--- src/shared/pwr_pkg.sv ---
// Shared constants and types for the power mode and external wake controller
package pwr_pkg;

  // ----------------------------------------------------------------
  // Register map
  // ----------------------------------------------------------------
  localparam logic [7:0] OFS_SENSE     = 8'h00;
  localparam logic [7:0] OFS_PINSEL    = 8'h04;
  localparam logic [7:0] OFS_CLKCTRL   = 8'h08;
  localparam logic [7:0] OFS_STATUS    = 8'h0c;

  localparam logic [7:0] SENSE_RESET   = 8'h00;
  localparam logic [7:0] PINSEL_RESET  = 8'h0c;
  localparam logic [7:0] CLKCTRL_RESET = 8'h00;

  // Field positions: sensitivity and pin select share the same layout
  localparam int LINE3_LSB = 6;
  localparam int LINE2_LSB = 4;
  localparam int LINE1_LSB = 2;
  localparam int LINE0_LSB = 0;

  // Clock control register bits
  localparam int CTL_SLOW_BIT        = 0;
  localparam int CTL_AUTO_WAKE_BIT   = 1;
  localparam int CTL_ACTIVE_HALT_BIT = 2;
  localparam int CTL_LONG_STAB_BIT   = 3;

  // Status register fields
  localparam int ST_MODE_LSB = 0;
  localparam int ST_MASK_BIT = 3;
  localparam int ST_REQ_LSB  = 4;
  localparam int ST_SLOW_BIT = 8;

  // ----------------------------------------------------------------
  // Encodings
  // ----------------------------------------------------------------
  localparam logic [1:0] SENSE_FALL_LOW = 2'h0;
  localparam logic [1:0] SENSE_RISE     = 2'h1;
  localparam logic [1:0] SENSE_FALL     = 2'h2;
  localparam logic [1:0] SENSE_BOTH     = 2'h3;

  localparam logic [1:0] LINE2_NOWAKE_SEL = 2'h1;

  localparam logic [1:0] RESP_OKAY   = 2'h0;
  localparam logic [1:0] RESP_SLVERR = 2'h2;

  typedef enum logic [2:0] {
    MODE_RUN,
    MODE_WAIT,
    MODE_HALT,
    MODE_STABILISE,
    MODE_PLL_START
  } mode_t;

  // ----------------------------------------------------------------
  // Timing
  // ----------------------------------------------------------------
  localparam int CLK_PERIOD_NS      = 100;
  localparam int OSC_TO_MASTER_DIV  = 2;
  localparam int SLOW_OSC_DIV       = 32;
  localparam int SLOW_TICK_CYCLES   = SLOW_OSC_DIV / OSC_TO_MASTER_DIV;
  localparam int STAB_SHORT_CYCLES  = 256;
  localparam int STAB_LONG_CYCLES   = 4096;
  localparam int CNT_W              = 20;

endpackage

--- src/hw/ext_line_sense.sv ---
// One external interrupt line: pin synchroniser, sensitivity decode, request latch
`timescale 1ns/1ps
module ext_line_sense
  import pwr_pkg::*;
(
  input  wire logic       clk_i,
  input  wire logic       resetn_i,
  input  wire logic       pin_i,
  input  wire logic [1:0] sense_i,
  input  wire logic       clear_i,
  output logic            req_o
);

  logic sync1_q;
  logic sync2_q;
  logic sync3_q;
  logic latch_q;
  wire  rise     = sync2_q & ~sync3_q;
  wire  fall     = ~sync2_q & sync3_q;
  wire  edge_hit = ((sense_i == SENSE_BOTH) & (rise | fall)) |
                   ((sense_i == SENSE_RISE) & rise) |
                   (((sense_i == SENSE_FALL) | (sense_i == SENSE_FALL_LOW)) & fall);
  // Level request follows the pin, never latched, so an ack cannot drop it
  wire  low_lvl  = (sense_i == SENSE_FALL_LOW) & ~sync2_q & ~sync3_q;

  // Idle high: pins are expected to sit pulled up
  always_ff @(posedge clk_i or negedge resetn_i) begin
    if (!resetn_i) begin
      sync1_q <= 1'b1;
      sync2_q <= 1'b1;
      sync3_q <= 1'b1;
      latch_q <= 1'b0;
    end else begin
      sync1_q <= pin_i;
      sync2_q <= sync1_q;
      sync3_q <= sync2_q;
      latch_q <= edge_hit | (latch_q & ~clear_i);
    end
  end

  assign req_o = latch_q | low_lvl;

  a_ack_clears_latch: assert property (@(posedge clk_i) disable iff (!resetn_i)
    clear_i && !edge_hit |=> !latch_q) else $error("edge request not cleared by ack");
  a_level_holds: assert property (@(posedge clk_i) disable iff (!resetn_i)
    low_lvl |-> req_o) else $error("low level request dropped");
  a_rise_latches: assert property (@(posedge clk_i) disable iff (!resetn_i)
    (sense_i == SENSE_RISE) && rise |=> req_o) else $error("rising edge lost");

endmodule

--- src/hw/power_mode_ctrl.sv ---
// Power mode controller with external interrupt pin selection and sensitivity
//
// What this block does
// - Sensitivity register holds four two-bit line fields
// - Codes: fall+low, rise, fall, both edges
// - Sensitivity writes only while interrupt mask set
// - Line 3 selects port B bits 0-2
// - Line 2 selects port B bits 3-6
// - Port B bit 4 never wakes from HALT
// - Line 1 selects port A 4-7, default 7
// - Line 0 selects port A 0-3, default 0
// - Reset always enters RUN at master clock
// - Slow mode divides oscillator clock by 32
// - WAIT during slow mode gives SLOW-WAIT
// - WAIT stops CPU, peripherals keep running
// - WAIT clears mask, exits on interrupt
// - Service sets mask, return restores saved mask
// - HALT only without active-halt or auto-wake
// - HALT exit waits 256 or 4096 cycles
// - Entering HALT forces interrupt mask clear
// - HALT stops oscillator and peripheral clocks
// - Watchdog option decides reset or HALT
// - PLL option adds start-up delay after stabilisation
// - Edge requests latch, clear on service entry
// - Interrupt taken in RUN when requested and unmasked
`timescale 1ns/1ps
module power_mode_ctrl
  import pwr_pkg::*;
#(
  parameter int unsigned PLL_START_TIME_NS = 1000000
)
(
  input  wire logic        clk_i,
  input  wire logic        resetn_i,
  // AXI4-Lite slave
  input  wire logic [7:0]  awaddr_i,
  input  wire logic        awvalid_i,
  output logic             awready_o,
  input  wire logic [31:0] wdata_i,
  input  wire logic [3:0]  wstrb_i,
  input  wire logic        wvalid_i,
  output logic             wready_o,
  output logic [1:0]       bresp_o,
  output logic             bvalid_o,
  input  wire logic        bready_i,
  input  wire logic [7:0]  araddr_i,
  input  wire logic        arvalid_i,
  output logic             arready_o,
  output logic [31:0]      rdata_o,
  output logic [1:0]       rresp_o,
  output logic             rvalid_o,
  input  wire logic        rready_i,
  // Pins
  input  wire logic [7:0]  port_a_i,
  input  wire logic [6:0]  port_b_i,
  // CPU core side
  input  wire logic        wait_instr_i,
  input  wire logic        halt_instr_i,
  input  wire logic        irq_ack_i,
  input  wire logic [1:0]  irq_ack_line_i,
  input  wire logic        irq_return_i,
  input  wire logic        mask_set_i,
  input  wire logic        mask_clr_i,
  input  wire logic        other_irq_i,
  // Watchdog and option bits
  input  wire logic        watchdog_enabled_i,
  input  wire logic        watchdog_in_halt_option_i,
  input  wire logic        pll_enable_opt_i,
  // Outputs
  output logic             irq_take_o,
  output logic [1:0]       irq_line_o,
  output logic             irq_mask_o,
  output logic [3:0]       ext_irq_req_o,
  output logic             cpu_clk_en_o,
  output logic             periph_clk_en_o,
  output logic             osc_on_o,
  output logic             watchdog_reset_o,
  output logic [2:0]       mode_o
);

  // ----------------------------------------------------------------
  // Timing
  // ----------------------------------------------------------------
  localparam int unsigned PLL_START_CYCLES =
    (PLL_START_TIME_NS + CLK_PERIOD_NS - 1) / CLK_PERIOD_NS;

  // ----------------------------------------------------------------
  // State
  // ----------------------------------------------------------------
  mode_t              state_q;
  mode_t              state_d;
  logic [CNT_W-1:0]   cnt_q;
  logic [CNT_W-1:0]   cnt_d;
  logic [3:0]         div_q;
  logic               mask_q;
  logic               mask_d;
  logic               saved_mask_q;
  logic [7:0]         sense_q;
  logic [7:0]         pinsel_q;
  logic [7:0]         clkctrl_q;
  logic               cpu_en_q;
  logic               periph_en_q;
  logic               osc_on_q;
  logic               wdg_rst_q;
  logic [3:0]         ext_req;
  logic [3:0]         line_pin;
  logic [3:0]         line_clr;

  // ----------------------------------------------------------------
  // Pin selection
  // ----------------------------------------------------------------
  wire [1:0] sel3 = pinsel_q[LINE3_LSB+:2];
  wire [1:0] sel2 = pinsel_q[LINE2_LSB+:2];
  wire [1:0] sel1 = pinsel_q[LINE1_LSB+:2];
  wire [1:0] sel0 = pinsel_q[LINE0_LSB+:2];

  // Unused code 11 on line 3 reads as an idle high pin
  assign line_pin[3] = (sel3 == 2'h3) ? 1'b1 : port_b_i[sel3];
  assign line_pin[2] = port_b_i[3'(sel2) + 3'h3];
  assign line_pin[1] = port_a_i[3'(sel1) + 3'h4];
  assign line_pin[0] = port_a_i[3'(sel0)];

  genvar gi;
  generate
    for (gi = 0; gi < 4; gi++) begin : g_line
      assign line_clr[gi] = irq_ack_i && (irq_ack_line_i == 2'(gi));
      ext_line_sense u_sense (
        .clk_i    (clk_i),
        .resetn_i (resetn_i),
        .pin_i    (line_pin[gi]),
        .sense_i  (sense_q[2*gi+:2]),
        .clear_i  (line_clr[gi]),
        .req_o    (ext_req[gi])
      );
    end
  endgenerate

  // ----------------------------------------------------------------
  // Interrupt request and wake decode
  // ----------------------------------------------------------------
  wire [3:0] wake_req    = ext_req & {1'b1, sel2 != LINE2_NOWAKE_SEL, 2'b11};
  wire       irq_pending = (|ext_req) && !mask_q;
  wire       wake_now    = (|wake_req) && !mask_q;
  wire       in_run      = (state_q == MODE_RUN);
  wire       halt_ok     = !clkctrl_q[CTL_ACTIVE_HALT_BIT] &&
                           !clkctrl_q[CTL_AUTO_WAKE_BIT];
  wire       wdg_kill    = watchdog_enabled_i && !watchdog_in_halt_option_i;
  wire       enter_wait  = in_run && wait_instr_i;
  wire       halt_cmd    = in_run && !wait_instr_i && halt_instr_i && halt_ok;
  wire       enter_halt  = halt_cmd && !wdg_kill;
  wire       slow_mode   = clkctrl_q[CTL_SLOW_BIT];
  wire       tick        = !slow_mode || (div_q == 4'h0);
  wire [CNT_W-1:0] stab_target = clkctrl_q[CTL_LONG_STAB_BIT] ?
                                 CNT_W'(STAB_LONG_CYCLES) : CNT_W'(STAB_SHORT_CYCLES);
  wire [CNT_W-1:0] pll_target  = CNT_W'(PLL_START_CYCLES);

  assign irq_take_o = in_run && irq_pending;
  assign irq_line_o = ext_req[0] ? 2'h0 : ext_req[1] ? 2'h1 : ext_req[2] ? 2'h2 : 2'h3;

  // ----------------------------------------------------------------
  // Mode sequencer
  // ----------------------------------------------------------------
  always_comb begin
    state_d = state_q;
    cnt_d   = cnt_q + CNT_W'(1);
    case (state_q)
      MODE_RUN: begin
        if (enter_wait) begin
          state_d = MODE_WAIT;
        end else if (enter_halt) begin
          state_d = MODE_HALT;
        end
      end
      MODE_WAIT: begin
        if (irq_pending || other_irq_i) begin
          state_d = MODE_RUN;
        end
      end
      MODE_HALT: begin
        cnt_d = '0;
        if (wake_now) begin
          state_d = MODE_STABILISE;
        end
      end
      MODE_STABILISE: begin
        if (cnt_q == stab_target - CNT_W'(1)) begin
          cnt_d   = '0;
          state_d = pll_enable_opt_i ? MODE_PLL_START : MODE_RUN;
        end
      end
      MODE_PLL_START: begin
        if (cnt_q == pll_target - CNT_W'(1)) begin
          state_d = MODE_RUN;
        end
      end
      default: begin
        state_d = MODE_RUN;
      end
    endcase
  end

  // Interrupt mask; CPU requests only count while it runs
  always_comb begin
    mask_d = mask_q;
    if (in_run && irq_ack_i) begin
      mask_d = 1'b1;
    end else if (in_run && irq_return_i) begin
      mask_d = saved_mask_q;
    end else if (enter_wait || enter_halt) begin
      mask_d = 1'b0;
    end else if (in_run && mask_set_i) begin
      mask_d = 1'b1;
    end else if (in_run && mask_clr_i) begin
      mask_d = 1'b0;
    end
  end

  always_ff @(posedge clk_i or negedge resetn_i) begin
    if (!resetn_i) begin
      state_q      <= MODE_RUN;
      cnt_q        <= '0;
      mask_q       <= 1'b1;
      saved_mask_q <= 1'b1;
    end else begin
      state_q <= state_d;
      cnt_q   <= cnt_d;
      mask_q  <= mask_d;
      if (in_run && irq_ack_i) begin
        saved_mask_q <= mask_q;
      end
    end
  end

  // ----------------------------------------------------------------
  // Clock enables
  // ----------------------------------------------------------------
  // Slow divider keeps running in WAIT, which yields SLOW-WAIT
  always_ff @(posedge clk_i or negedge resetn_i) begin
    if (!resetn_i) begin
      div_q       <= 4'h0;
      cpu_en_q    <= 1'b0;
      periph_en_q <= 1'b0;
      osc_on_q    <= 1'b1;
      wdg_rst_q   <= 1'b0;
    end else begin
      // Parked at 1 so the first slow tick comes a full period after the last fast one
      div_q       <= !slow_mode ? 4'h1 :
                     (div_q == 4'(SLOW_TICK_CYCLES - 1)) ? 4'h0 : div_q + 4'h1;
      cpu_en_q    <= in_run && tick;
      periph_en_q <= (in_run || state_q == MODE_WAIT) && tick;
      osc_on_q    <= (state_q != MODE_HALT);
      wdg_rst_q   <= halt_cmd && wdg_kill;
    end
  end

  assign cpu_clk_en_o     = cpu_en_q;
  assign periph_clk_en_o  = periph_en_q;
  assign osc_on_o         = osc_on_q;
  assign watchdog_reset_o = wdg_rst_q;
  assign irq_mask_o       = mask_q;
  assign ext_irq_req_o    = ext_req;
  assign mode_o           = state_q;

  // ----------------------------------------------------------------
  // AXI4-Lite slave
  // ----------------------------------------------------------------
  logic        aw_held_q;
  logic        w_held_q;
  logic [7:0]  awaddr_q;
  logic [7:0]  wdata_q;
  logic        wlane_q;
  logic        bvalid_q;
  logic [1:0]  bresp_q;
  logic        rvalid_q;
  logic [31:0] rdata_q;
  logic [1:0]  rresp_q;

  assign awready_o = !aw_held_q && !bvalid_q;
  assign wready_o  = !w_held_q && !bvalid_q;
  assign arready_o = !rvalid_q;

  wire [7:0] wr_word  = {awaddr_q[7:2], 2'b00};
  wire [7:0] rd_word  = {araddr_i[7:2], 2'b00};
  wire       wr_go    = aw_held_q && w_held_q;
  wire       wr_sense = wr_go && wlane_q && (wr_word == OFS_SENSE);
  wire       wr_psel  = wr_go && wlane_q && (wr_word == OFS_PINSEL);
  wire       wr_cctl  = wr_go && wlane_q && (wr_word == OFS_CLKCTRL);
  wire       wr_hit   = (wr_word == OFS_SENSE) || (wr_word == OFS_PINSEL) ||
                        (wr_word == OFS_CLKCTRL) || (wr_word == OFS_STATUS);
  wire       rd_hit   = (rd_word == OFS_SENSE) || (rd_word == OFS_PINSEL) ||
                        (rd_word == OFS_CLKCTRL) || (rd_word == OFS_STATUS);
  wire [31:0] status_word = {23'h0, slow_mode, ext_req, mask_q, state_q};
  wire [31:0] rd_mux  = (rd_word == OFS_SENSE)   ? {24'h0, sense_q}   :
                        (rd_word == OFS_PINSEL)  ? {24'h0, pinsel_q}  :
                        (rd_word == OFS_CLKCTRL) ? {24'h0, clkctrl_q} :
                        (rd_word == OFS_STATUS)  ? status_word : 32'h0000_0000;

  always_ff @(posedge clk_i or negedge resetn_i) begin
    if (!resetn_i) begin
      aw_held_q <= 1'b0;
      w_held_q  <= 1'b0;
      awaddr_q  <= 8'h00;
      wdata_q   <= 8'h00;
      wlane_q   <= 1'b0;
      bvalid_q  <= 1'b0;
      bresp_q   <= RESP_OKAY;
    end else begin
      if (awvalid_i && awready_o) begin
        aw_held_q <= 1'b1;
        awaddr_q  <= awaddr_i;
      end
      if (wvalid_i && wready_o) begin
        w_held_q <= 1'b1;
        wdata_q  <= wdata_i[7:0];
        wlane_q  <= wstrb_i[0];
      end
      if (wr_go) begin
        aw_held_q <= 1'b0;
        w_held_q  <= 1'b0;
        bvalid_q  <= 1'b1;
        bresp_q   <= wr_hit ? RESP_OKAY : RESP_SLVERR;
      end else if (bvalid_q && bready_i) begin
        bvalid_q <= 1'b0;
      end
    end
  end

  always_ff @(posedge clk_i or negedge resetn_i) begin
    if (!resetn_i) begin
      sense_q   <= SENSE_RESET;
      pinsel_q  <= PINSEL_RESET;
      clkctrl_q <= CLKCTRL_RESET;
    end else begin
      // Ignored while unmasked so a live line cannot see a false edge
      if (wr_sense && mask_q) begin
        sense_q <= wdata_q;
      end
      if (wr_psel) begin
        pinsel_q <= wdata_q;
      end
      if (wr_cctl) begin
        clkctrl_q <= {4'h0, wdata_q[3:0]};
      end
    end
  end

  always_ff @(posedge clk_i or negedge resetn_i) begin
    if (!resetn_i) begin
      rvalid_q <= 1'b0;
      rdata_q  <= 32'h0000_0000;
      rresp_q  <= RESP_OKAY;
    end else if (arvalid_i && arready_o) begin
      rvalid_q <= 1'b1;
      rdata_q  <= rd_mux;
      rresp_q  <= rd_hit ? RESP_OKAY : RESP_SLVERR;
    end else if (rvalid_q && rready_i) begin
      rvalid_q <= 1'b0;
    end
  end

  assign bvalid_o = bvalid_q;
  assign bresp_o  = bresp_q;
  assign rvalid_o = rvalid_q;
  assign rdata_o  = rdata_q;
  assign rresp_o  = rresp_q;

  // ----------------------------------------------------------------
  // Checks
  // ----------------------------------------------------------------
  logic [CNT_W-1:0] chk_stab_q;
  always_ff @(posedge clk_i or negedge resetn_i) begin
    if (!resetn_i) begin
      chk_stab_q <= '0;
    end else begin
      chk_stab_q <= (state_q == MODE_STABILISE) ? chk_stab_q + CNT_W'(1) : '0;
    end
  end

  a_sense_write_gate: assert property (@(posedge clk_i) disable iff (!resetn_i)
    wr_sense && !mask_q |=> $stable(sense_q)) else $error("sense written while unmasked");
  a_wait_cpu_stop: assert property (@(posedge clk_i) disable iff (!resetn_i)
    state_q == MODE_WAIT |=> !cpu_clk_en_o) else $error("CPU clocked in WAIT");
  a_wait_entry_mask: assert property (@(posedge clk_i) disable iff (!resetn_i)
    enter_wait |=> state_q == MODE_WAIT && !mask_q) else $error("bad WAIT entry");
  a_halt_mask_zero: assert property (@(posedge clk_i) disable iff (!resetn_i)
    state_q == MODE_HALT |-> !mask_q) else $error("mask set in HALT");
  a_halt_clocks_off: assert property (@(posedge clk_i) disable iff (!resetn_i)
    state_q == MODE_HALT |=> !osc_on_o && !periph_clk_en_o) else $error("clock on in HALT");
  a_stab_length: assert property (@(posedge clk_i) disable iff (!resetn_i)
    $fell(state_q == MODE_STABILISE) |-> chk_stab_q == stab_target)
    else $error("stabilisation length wrong");
  a_pll_after_stab: assert property (@(posedge clk_i) disable iff (!resetn_i)
    state_q == MODE_STABILISE && state_d != MODE_STABILISE && pll_enable_opt_i
    |=> state_q == MODE_PLL_START) else $error("PLL delay skipped");
  a_wdg_halt_reset: assert property (@(posedge clk_i) disable iff (!resetn_i)
    halt_cmd && wdg_kill |=> watchdog_reset_o && state_q == MODE_RUN)
    else $error("watchdog halt reset missing");
  a_halt_blocked: assert property (@(posedge clk_i) disable iff (!resetn_i)
    in_run && halt_instr_i && !halt_ok |=> state_q != MODE_HALT)
    else $error("HALT entered with auto-wake or active-halt");
  a_pb4_no_wake: assert property (@(posedge clk_i) disable iff (!resetn_i)
    state_q == MODE_HALT && sel2 == LINE2_NOWAKE_SEL && ext_req == 4'h4
    |=> state_q == MODE_HALT) else $error("line 2 on PB4 woke HALT");
  a_take_unmasked: assert property (@(posedge clk_i) disable iff (!resetn_i)
    irq_take_o |-> !mask_q && (|ext_req)) else $error("interrupt taken while masked");
  a_ack_sets_mask: assert property (@(posedge clk_i) disable iff (!resetn_i)
    in_run && irq_ack_i |=> mask_q) else $error("mask not set on service");
  a_slow_divide: assert property (@(posedge clk_i) disable iff (!resetn_i)
    cpu_clk_en_o && slow_mode && in_run |=> !cpu_clk_en_o ##15
    (cpu_clk_en_o || !slow_mode || !in_run)) else $error("slow divide wrong");

endmodule

--- config.mk ---
export PLATFORM = sky130hd
export DESIGN_NAME = power_mode_ctrl
export DESIGN_NICKNAME = d
export VERILOG_FILES = /design/src/shared/pwr_pkg.sv /design/src/hw/ext_line_sense.sv /design/src/hw/power_mode_ctrl.sv
export SDC_FILE = /design/constraint.sdc
export NUM_CORES = 1
export LEC_CHECK = 0
export ABC_AREA = 1
export BUFFER_PORTS_ARGS = -buffer_cell sky130_fd_sc_hd__buf_4
export CAP_MARGIN = 25
export CELL_PAD_IN_SITES_DETAIL_PLACEMENT = 2
export CELL_PAD_IN_SITES_GLOBAL_PLACEMENT = 2
export CORE_UTILIZATION = 29
export CTS_CLUSTER_DIAMETER = 120
export DETAILED_ROUTE_END_ITERATION = 7
export PLACE_DENSITY_LB_ADDON = 0.1
export REMOVE_ABC_BUFFERS = 1
export SLEW_MARGIN = 10
export SYNTH_ARGS = -nofsm -noshare
export SYNTH_HDL_FRONTEND = slang
export SYNTH_HIERARCHICAL = 1
export SYNTH_SLANG_ARGS = --single-unit
--- constraint.sdc ---
create_clock -name clk_i -period 3.1 [get_ports clk_i]
set_input_delay 0.31 -clock clk_i [delete_from_list [all_inputs] [get_ports clk_i]]
set_output_delay 0.31 -clock clk_i [all_outputs]
set_load 0.01 [all_outputs]
# Word level (Yosys, flattened, before mapping)
# Cells that the tools add are included.
dict set report word_totals {
  reg_bits 126
  elab_cells 268
}
dict set report classes {
  addsub 5
  n_lt_le_gt_ge 4
  n_eq_ne 36
  n_mux 44
  bitwise_logic 69
  reduce_logical 72
}
# cell count
set ops {}
lappend ops {{20-bit one-hot mux with 2 select lines} 1}
lappend ops {{9-bit two-way mux} 4}
lappend ops {{1-bit logical AND} 34}
lappend ops {{1-bit bitwise AND} 32}
lappend ops {{6-bit by 2-bit equality test with 1-bit output (second input constant)} 4}
lappend ops {{1-bit bitwise OR} 24}
lappend ops {{2-bit equality test (second input constant)} 11}
lappend ops {{3-bit two-way mux} 7}
lappend ops {{20-bit by 1-bit adder with 20-bit output (second input constant)} 1}
lappend ops {{20-bit by 14-bit equality test with 1-bit output (second input constant)} 1}
lappend ops {{20-bit equality test} 1}
lappend ops {{20-bit two-way mux} 1}
lappend ops {{1-bit two-way mux} 19}
lappend ops {{8-bit zero test} 2}
lappend ops {{3-bit one-hot mux with 5 select lines} 1}
lappend ops {{13-bit by 1-bit subtractor with 14-bit output (second input constant)} 1}
lappend ops {{13-bit two-way mux} 1}
lappend ops {{6-bit by 1-bit equality test with 1-bit output (second input constant)} 2}
lappend ops {{1-bit NOT} 12}
lappend ops {{1-bit zero test} 11}
lappend ops {{2-bit by 1-bit equality test with 1-bit output (second input constant)} 5}
lappend ops {{2-bit zero test} 5}
lappend ops {{1-bit logical OR} 10}
lappend ops {{2-bit by 4-bit less-than comparator with 1-bit output (second input constant)} 2}
lappend ops {{23 further kinds} 38}

# Depth between registers and ports, before layout
dict set report logic_depth {
  word_depth 9
  depth_mapped 12
  mapped_depth_nobuf 12
}

# By module
# The synthesis kept the hierarchy.
# mod n_inst cells_per_inst area_each_um2
set modules_own_cells {}
lappend modules_own_cells {power_mode_ctrl 1 563 4456.8}
lappend modules_own_cells {ext_line_sense 4 23 201.4}

# Least setup slack after synthesis
# No wires, ideal clock.
dict set report synth_timing {
  path_type {flip-flop to flip-flop}
  start {reg g_line[1].u_sense.sync2_q}
  end {reg state_q[0] (netlist: mode_o[0])}
  t_arrival_ns 1.525
  required_ns 3.034
  slack_ns 1.510
  path_stages_with_launch 13
  cell_sequence {dfstp_2 -> inv_1 -> nand2_1 -> o21bai_2 -> nor2_1 -> nand2_1 -> nor2_1 -> nand2_1 -> nand2_1 -> nand2_1 -> nand4_1 -> nand2_1 -> nand2_1}
}
dict set report synth_between {
  elab_chain_cells 9
}
# item line
set synth_rtl {}
lappend synth_rtl {{start, declared} ext_line_sense.sv:15} ;# logic sync2_q;
lappend synth_rtl {{start signal, assigned} ext_line_sense.sv:35} ;# sync2_q <= sync1_q;
lappend synth_rtl {{1-bit NOT (*)} ext_line_sense.sv:24} ;# wire low_lvl = (sense_i == SENSE_FALL_LOW) & ~sync2_q & ~sync3_q;
lappend synth_rtl {{1-bit bitwise AND (*) (2 in a row)} ext_line_sense.sv:24}
lappend synth_rtl {{1-bit bitwise OR (*)} ext_line_sense.sv:41} ;# assign req_o = latch_q | low_lvl;
lappend synth_rtl {{named net ext_irq_req_o[1]} power_mode_ctrl.sv:73} ;# output logic [3:0] ext_irq_req_o,
lappend synth_rtl {{4-bit bitwise AND / 4-bit OR reduction (equally long branches)} {power_mode_ctrl.sv:141, power_mode_ctrl.sv:142}}
lappend synth_rtl {{4-bit OR reduction / 1-bit logical AND (equally long branches)} {power_mode_ctrl.sv:143, power_mode_ctrl.sv:142}}
lappend synth_rtl {{1-bit logical AND / 1-bit logical OR (equally long branches)} {power_mode_ctrl.sv:143, power_mode_ctrl.sv:175}}
lappend synth_rtl {{2-bit != test (no line)} -}
lappend synth_rtl {{5-bit AND reduction (no line) (*)} -}
lappend synth_rtl {{end signal, assigned} power_mode_ctrl.sv:225} ;# state_q <= state_d;
lappend synth_rtl {{end, declared} power_mode_ctrl.sv:90} ;# mode_t state_q;
# The timed path passes the listed nets; every way through them passes the cells marked *.
# A chain may end at the register's enable or synchronous reset.

# Final worst setup path
dict set report layout_timing {
  start {reg sense_q[5]}
  end {out irq_take_o}
}
dict set report layout_between {
  elab_chain_cells 7
}
# item line
set layout_rtl {}
lappend layout_rtl {{start, declared} power_mode_ctrl.sv:98} ;# logic [7:0] sense_q;
lappend layout_rtl {{start signal, assigned} power_mode_ctrl.sv:336} ;# sense_q <= wdata_q;
lappend layout_rtl {{2-bit zero test} ext_line_sense.sv:24}
lappend layout_rtl {{1-bit bitwise AND (2 in a row)} ext_line_sense.sv:24}
lappend layout_rtl {{1-bit bitwise OR} ext_line_sense.sv:41}
lappend layout_rtl {{4-bit OR reduction} power_mode_ctrl.sv:142} ;# wire irq_pending = (|ext_req) && !mask_q;
lappend layout_rtl {{1-bit logical AND} power_mode_ctrl.sv:142}
lappend layout_rtl {{1-bit logical AND} power_mode_ctrl.sv:157} ;# assign irq_take_o = in_run && irq_pending;
lappend layout_rtl {{end, declared} power_mode_ctrl.sv:70} ;# output logic irq_take_o,
# No other way between the ends.

==> impl_metrics.tcl <==
set metrics [dict create \
    status "finished, final reports clean" \
    cts_made_buffers 9 \
    required_ps 2790 \
    path_class "register to output pin" \
    place_area_mm2 0.00608 \
    hold_violations 0 \
    drt-wirelength-per-cell_um 15.4 \
    h-tree-depth 3 \
    initial_core_util_pct 30.0 \
    hpwlAfterDp_mm 12.0 \
    hold_buffers 0 \
    grt.total_usage_pct 17.2 \
    fmax_mhz 451 \
    diodes 0 \
    synthFlopType "dfrtp_1" \
    syn_area_per_cell_um2 8.03 \
    areaGrowthSynthToFinish_pct 21.2 \
    die_area_mm2 0.0187 \
    ys_seq_area_share_pct 47.5 \
    port-buffer-count 85 \
    place.gp.congestion 0.792 \
    drc 0 \
    viasPerCell 4.59 \
    ys_warn_count 6 \
    tns_ps 0 \
    worst_pin_slew_ps 798 \
    cts_setup_buffers 0 \
    grt-ovfl-total 0 \
    ioPinCount 142 \
    use_met2_pct 30.7 \
    skew_ps 4.99 \
    grt_pass1_wl_mm 24.6 \
    rsz0062_at_grt "false" \
    min_path_type "primary input to asynchronous set/reset pin" \
    final_cell_mix "nand2_1, inv_1, nor2_1, buf_4, dfrtp_1" \
    drive_above_1_share_pct 19.9 \
    p_leak_nw 3.24 \
    setup_viol 0 \
    ys_ff_latch 99 \
    cts_tree "yes" \
    start_kind "register" \
    synth_edf_count 0 \
    layout_commonest_cell "nand2_1" \
    synth_area_mm2 0.00526 \
    ant_nets 0 \
    powerDensity_mw_per_mm2 610 \
    die_width_um 137 \
    coreArea_mm2 0.0175 \
    wl_mm 15.0 \
    ctsResizeCount 0 \
    globalRouteMet3Util_pct 3.74 \
    drt-initial-drc-count 99 \
    synthArstFlopShare_pct 100 \
    critPathCaptureType "output pin" \
    grtUsageMet1_pct 21.2 \
    fillers 2071 \
    synthCells 655 \
    finalInstanceArea_mm2 0.00638 \
    maxCapViolCount 0 \
    antenna_found_initial 0 \
    slew_viol_final 0 \
    crit_fanout 4 \
    fp-row-count 48 \
    die_y_um 137 \
    seq_area_mm2 0.00250 \
    cts_root_buffer "clkbuf_16" \
    layout.nets 847 \
    multi_input_area_mm2 0.00222 \
    busiest_layer "met2" \
    clockBufferDepth 2 \
    grt_max_degree 57 \
    via_count 4491 \
    slew_headroom_pct 46.8 \
    arrival_ps 1910 \
    synthDistinctLibCells 42 \
    clock_latency_ps 350 \
    drt_pass1_iterations 4 \
    path_clk_slew_ps 70 \
    ir_drop_mv 0.304 \
    cts_sinks 99 \
    grt_pass1_vias 4945 \
    period_minus_slack_ps 2220 \
    period_share_pct 71.6 \
]
[state kept, by name (all words and copies together), names as in the netlist, 3 cells and up]
register	count
wdata_q	8
sense_q	8
g_line.u_sense/latch_q	4
awaddr_q	6
g_line.u_sense/sync2_q	4
clkctrl_q	4
mode_o	3
g_line.u_sense/sync3_q	4
pinsel_q	8
rdata_o	9
cnt_q	20
g_line.u_sense/sync1_q	4
div_q	4
[per-stage QoR]
stage	hold WS [ps]	cells	worst slack [ps]	total power (W)	util, %
4_1_cts	75.9	978	820	0.00397	36.4
3_5_place_dp	353	962	1070	0.00281	34.7
6_report	39.2	978	881	0.00389	36.4
2_1_floorplan	14.4	649	1510	0.00236	-
3_3_place_gp	346	962	1120	0.00273	34.7
5_1_grt	92.2	978	721	0.00418	36.4
[worst max-delay path, stage by stage, from the launching register on]
cell and delay [ps]:
dfrtp_1 470, inv_1 120, nand2_1 70, o21bai_2 270, nor2_1 70, a21oi_1 210, inv_1 60, nor2_1 140
buf_4 150
[logic make-up after synthesis]
family          synth area share, %
mux                            1.50
compound gates                 10.5
buf+inv                        12.0
other cells                  0.0713
fa+ha+maj                      3.09
flops                          47.5
xor+xnor                       1.17
simple gates                   24.2
[synth_stat cells (2+ instances only)]
cell type / n / area share [%]
nand2_1: 133 / 9.5
dfstp_2: 17 / 8.5
nor2_4: 2 / 0.43
nor2_1: 95 / 6.8
inv_1: 107 / 7.6
buf_4: 25 / 3.6
o21ai_1: 5 / 0.48
nand4_1: 10 / 1.2
buf_2: 2 / 0.19
nand2_2: 4 / 0.48
nand3_1: 21 / 2.0
a21oi_1: 40 / 3.8
a22oi_1: 3 / 0.43
nand3b_1: 2 / 0.29
xnor2_1: 2 / 0.33
mux2_2: 7 / 1.5
nor3_1: 16 / 1.5
o21ai_0: 31 / 2.9
xor2_1: 5 / 0.83
dfrtp_1: 82 / 39
buf_6: 2 / 0.43
ha_1: 13 / 3.1
o21bai_2: 4 / 0.86
a31oi_1: 2 / 0.24
o22ai_1: 4 / 0.48
a32oi_1: 2 / 0.33
nor2_2: 2 / 0.24
nand3_2: 3 / 0.57
[metal layers]
metal,up-vias,wire [um]
met5,-,0
met4,0,118
met3,9,508
met2,88,7630
met1,2193,6790
li1,2201,-
[power by group]
part | internal [W] | total (W) | switching [W]
Combinational | 0.000411 | 0.000985 | 0.000573
Sequential | 0.00160 | 0.00177 | 0.000166
Clock | 0.000570 | 0.00114 | 0.000568
Total | 0.00258 | 0.00389 | 0.00131
[final cells by class]
class,count,share of cell area (%)
flip-flops and latches,99,39.2
multi-input cells,441,34.8
repair buffers,88,10.6
inverters,109,6.41
well taps,225,4.41
clock buffers,9,3.53
clock inverters,7,1.10
[worst paths after layout]
path | from | endpoint | slack (ps) | cells past startpoint
max in group asynchronous | resetn_i | g_line[1].u_sense/sync3_q | 2320 | 2
max | sense_q[5] | irq_take_o | 880 | 8
min | resetn_i | cnt_q[3] | 40 | 1
min reg2reg | g_line[0].u_sense/sync1_q | g_line[0].u_sense/sync2_q | 360 | 0
min in group clk_i | rready_i | rvalid_o | 140 | 2
max reg2reg | cnt_q[0] | cnt_q[12] | 1110 | 6
(Power assumes the default switching activity.)
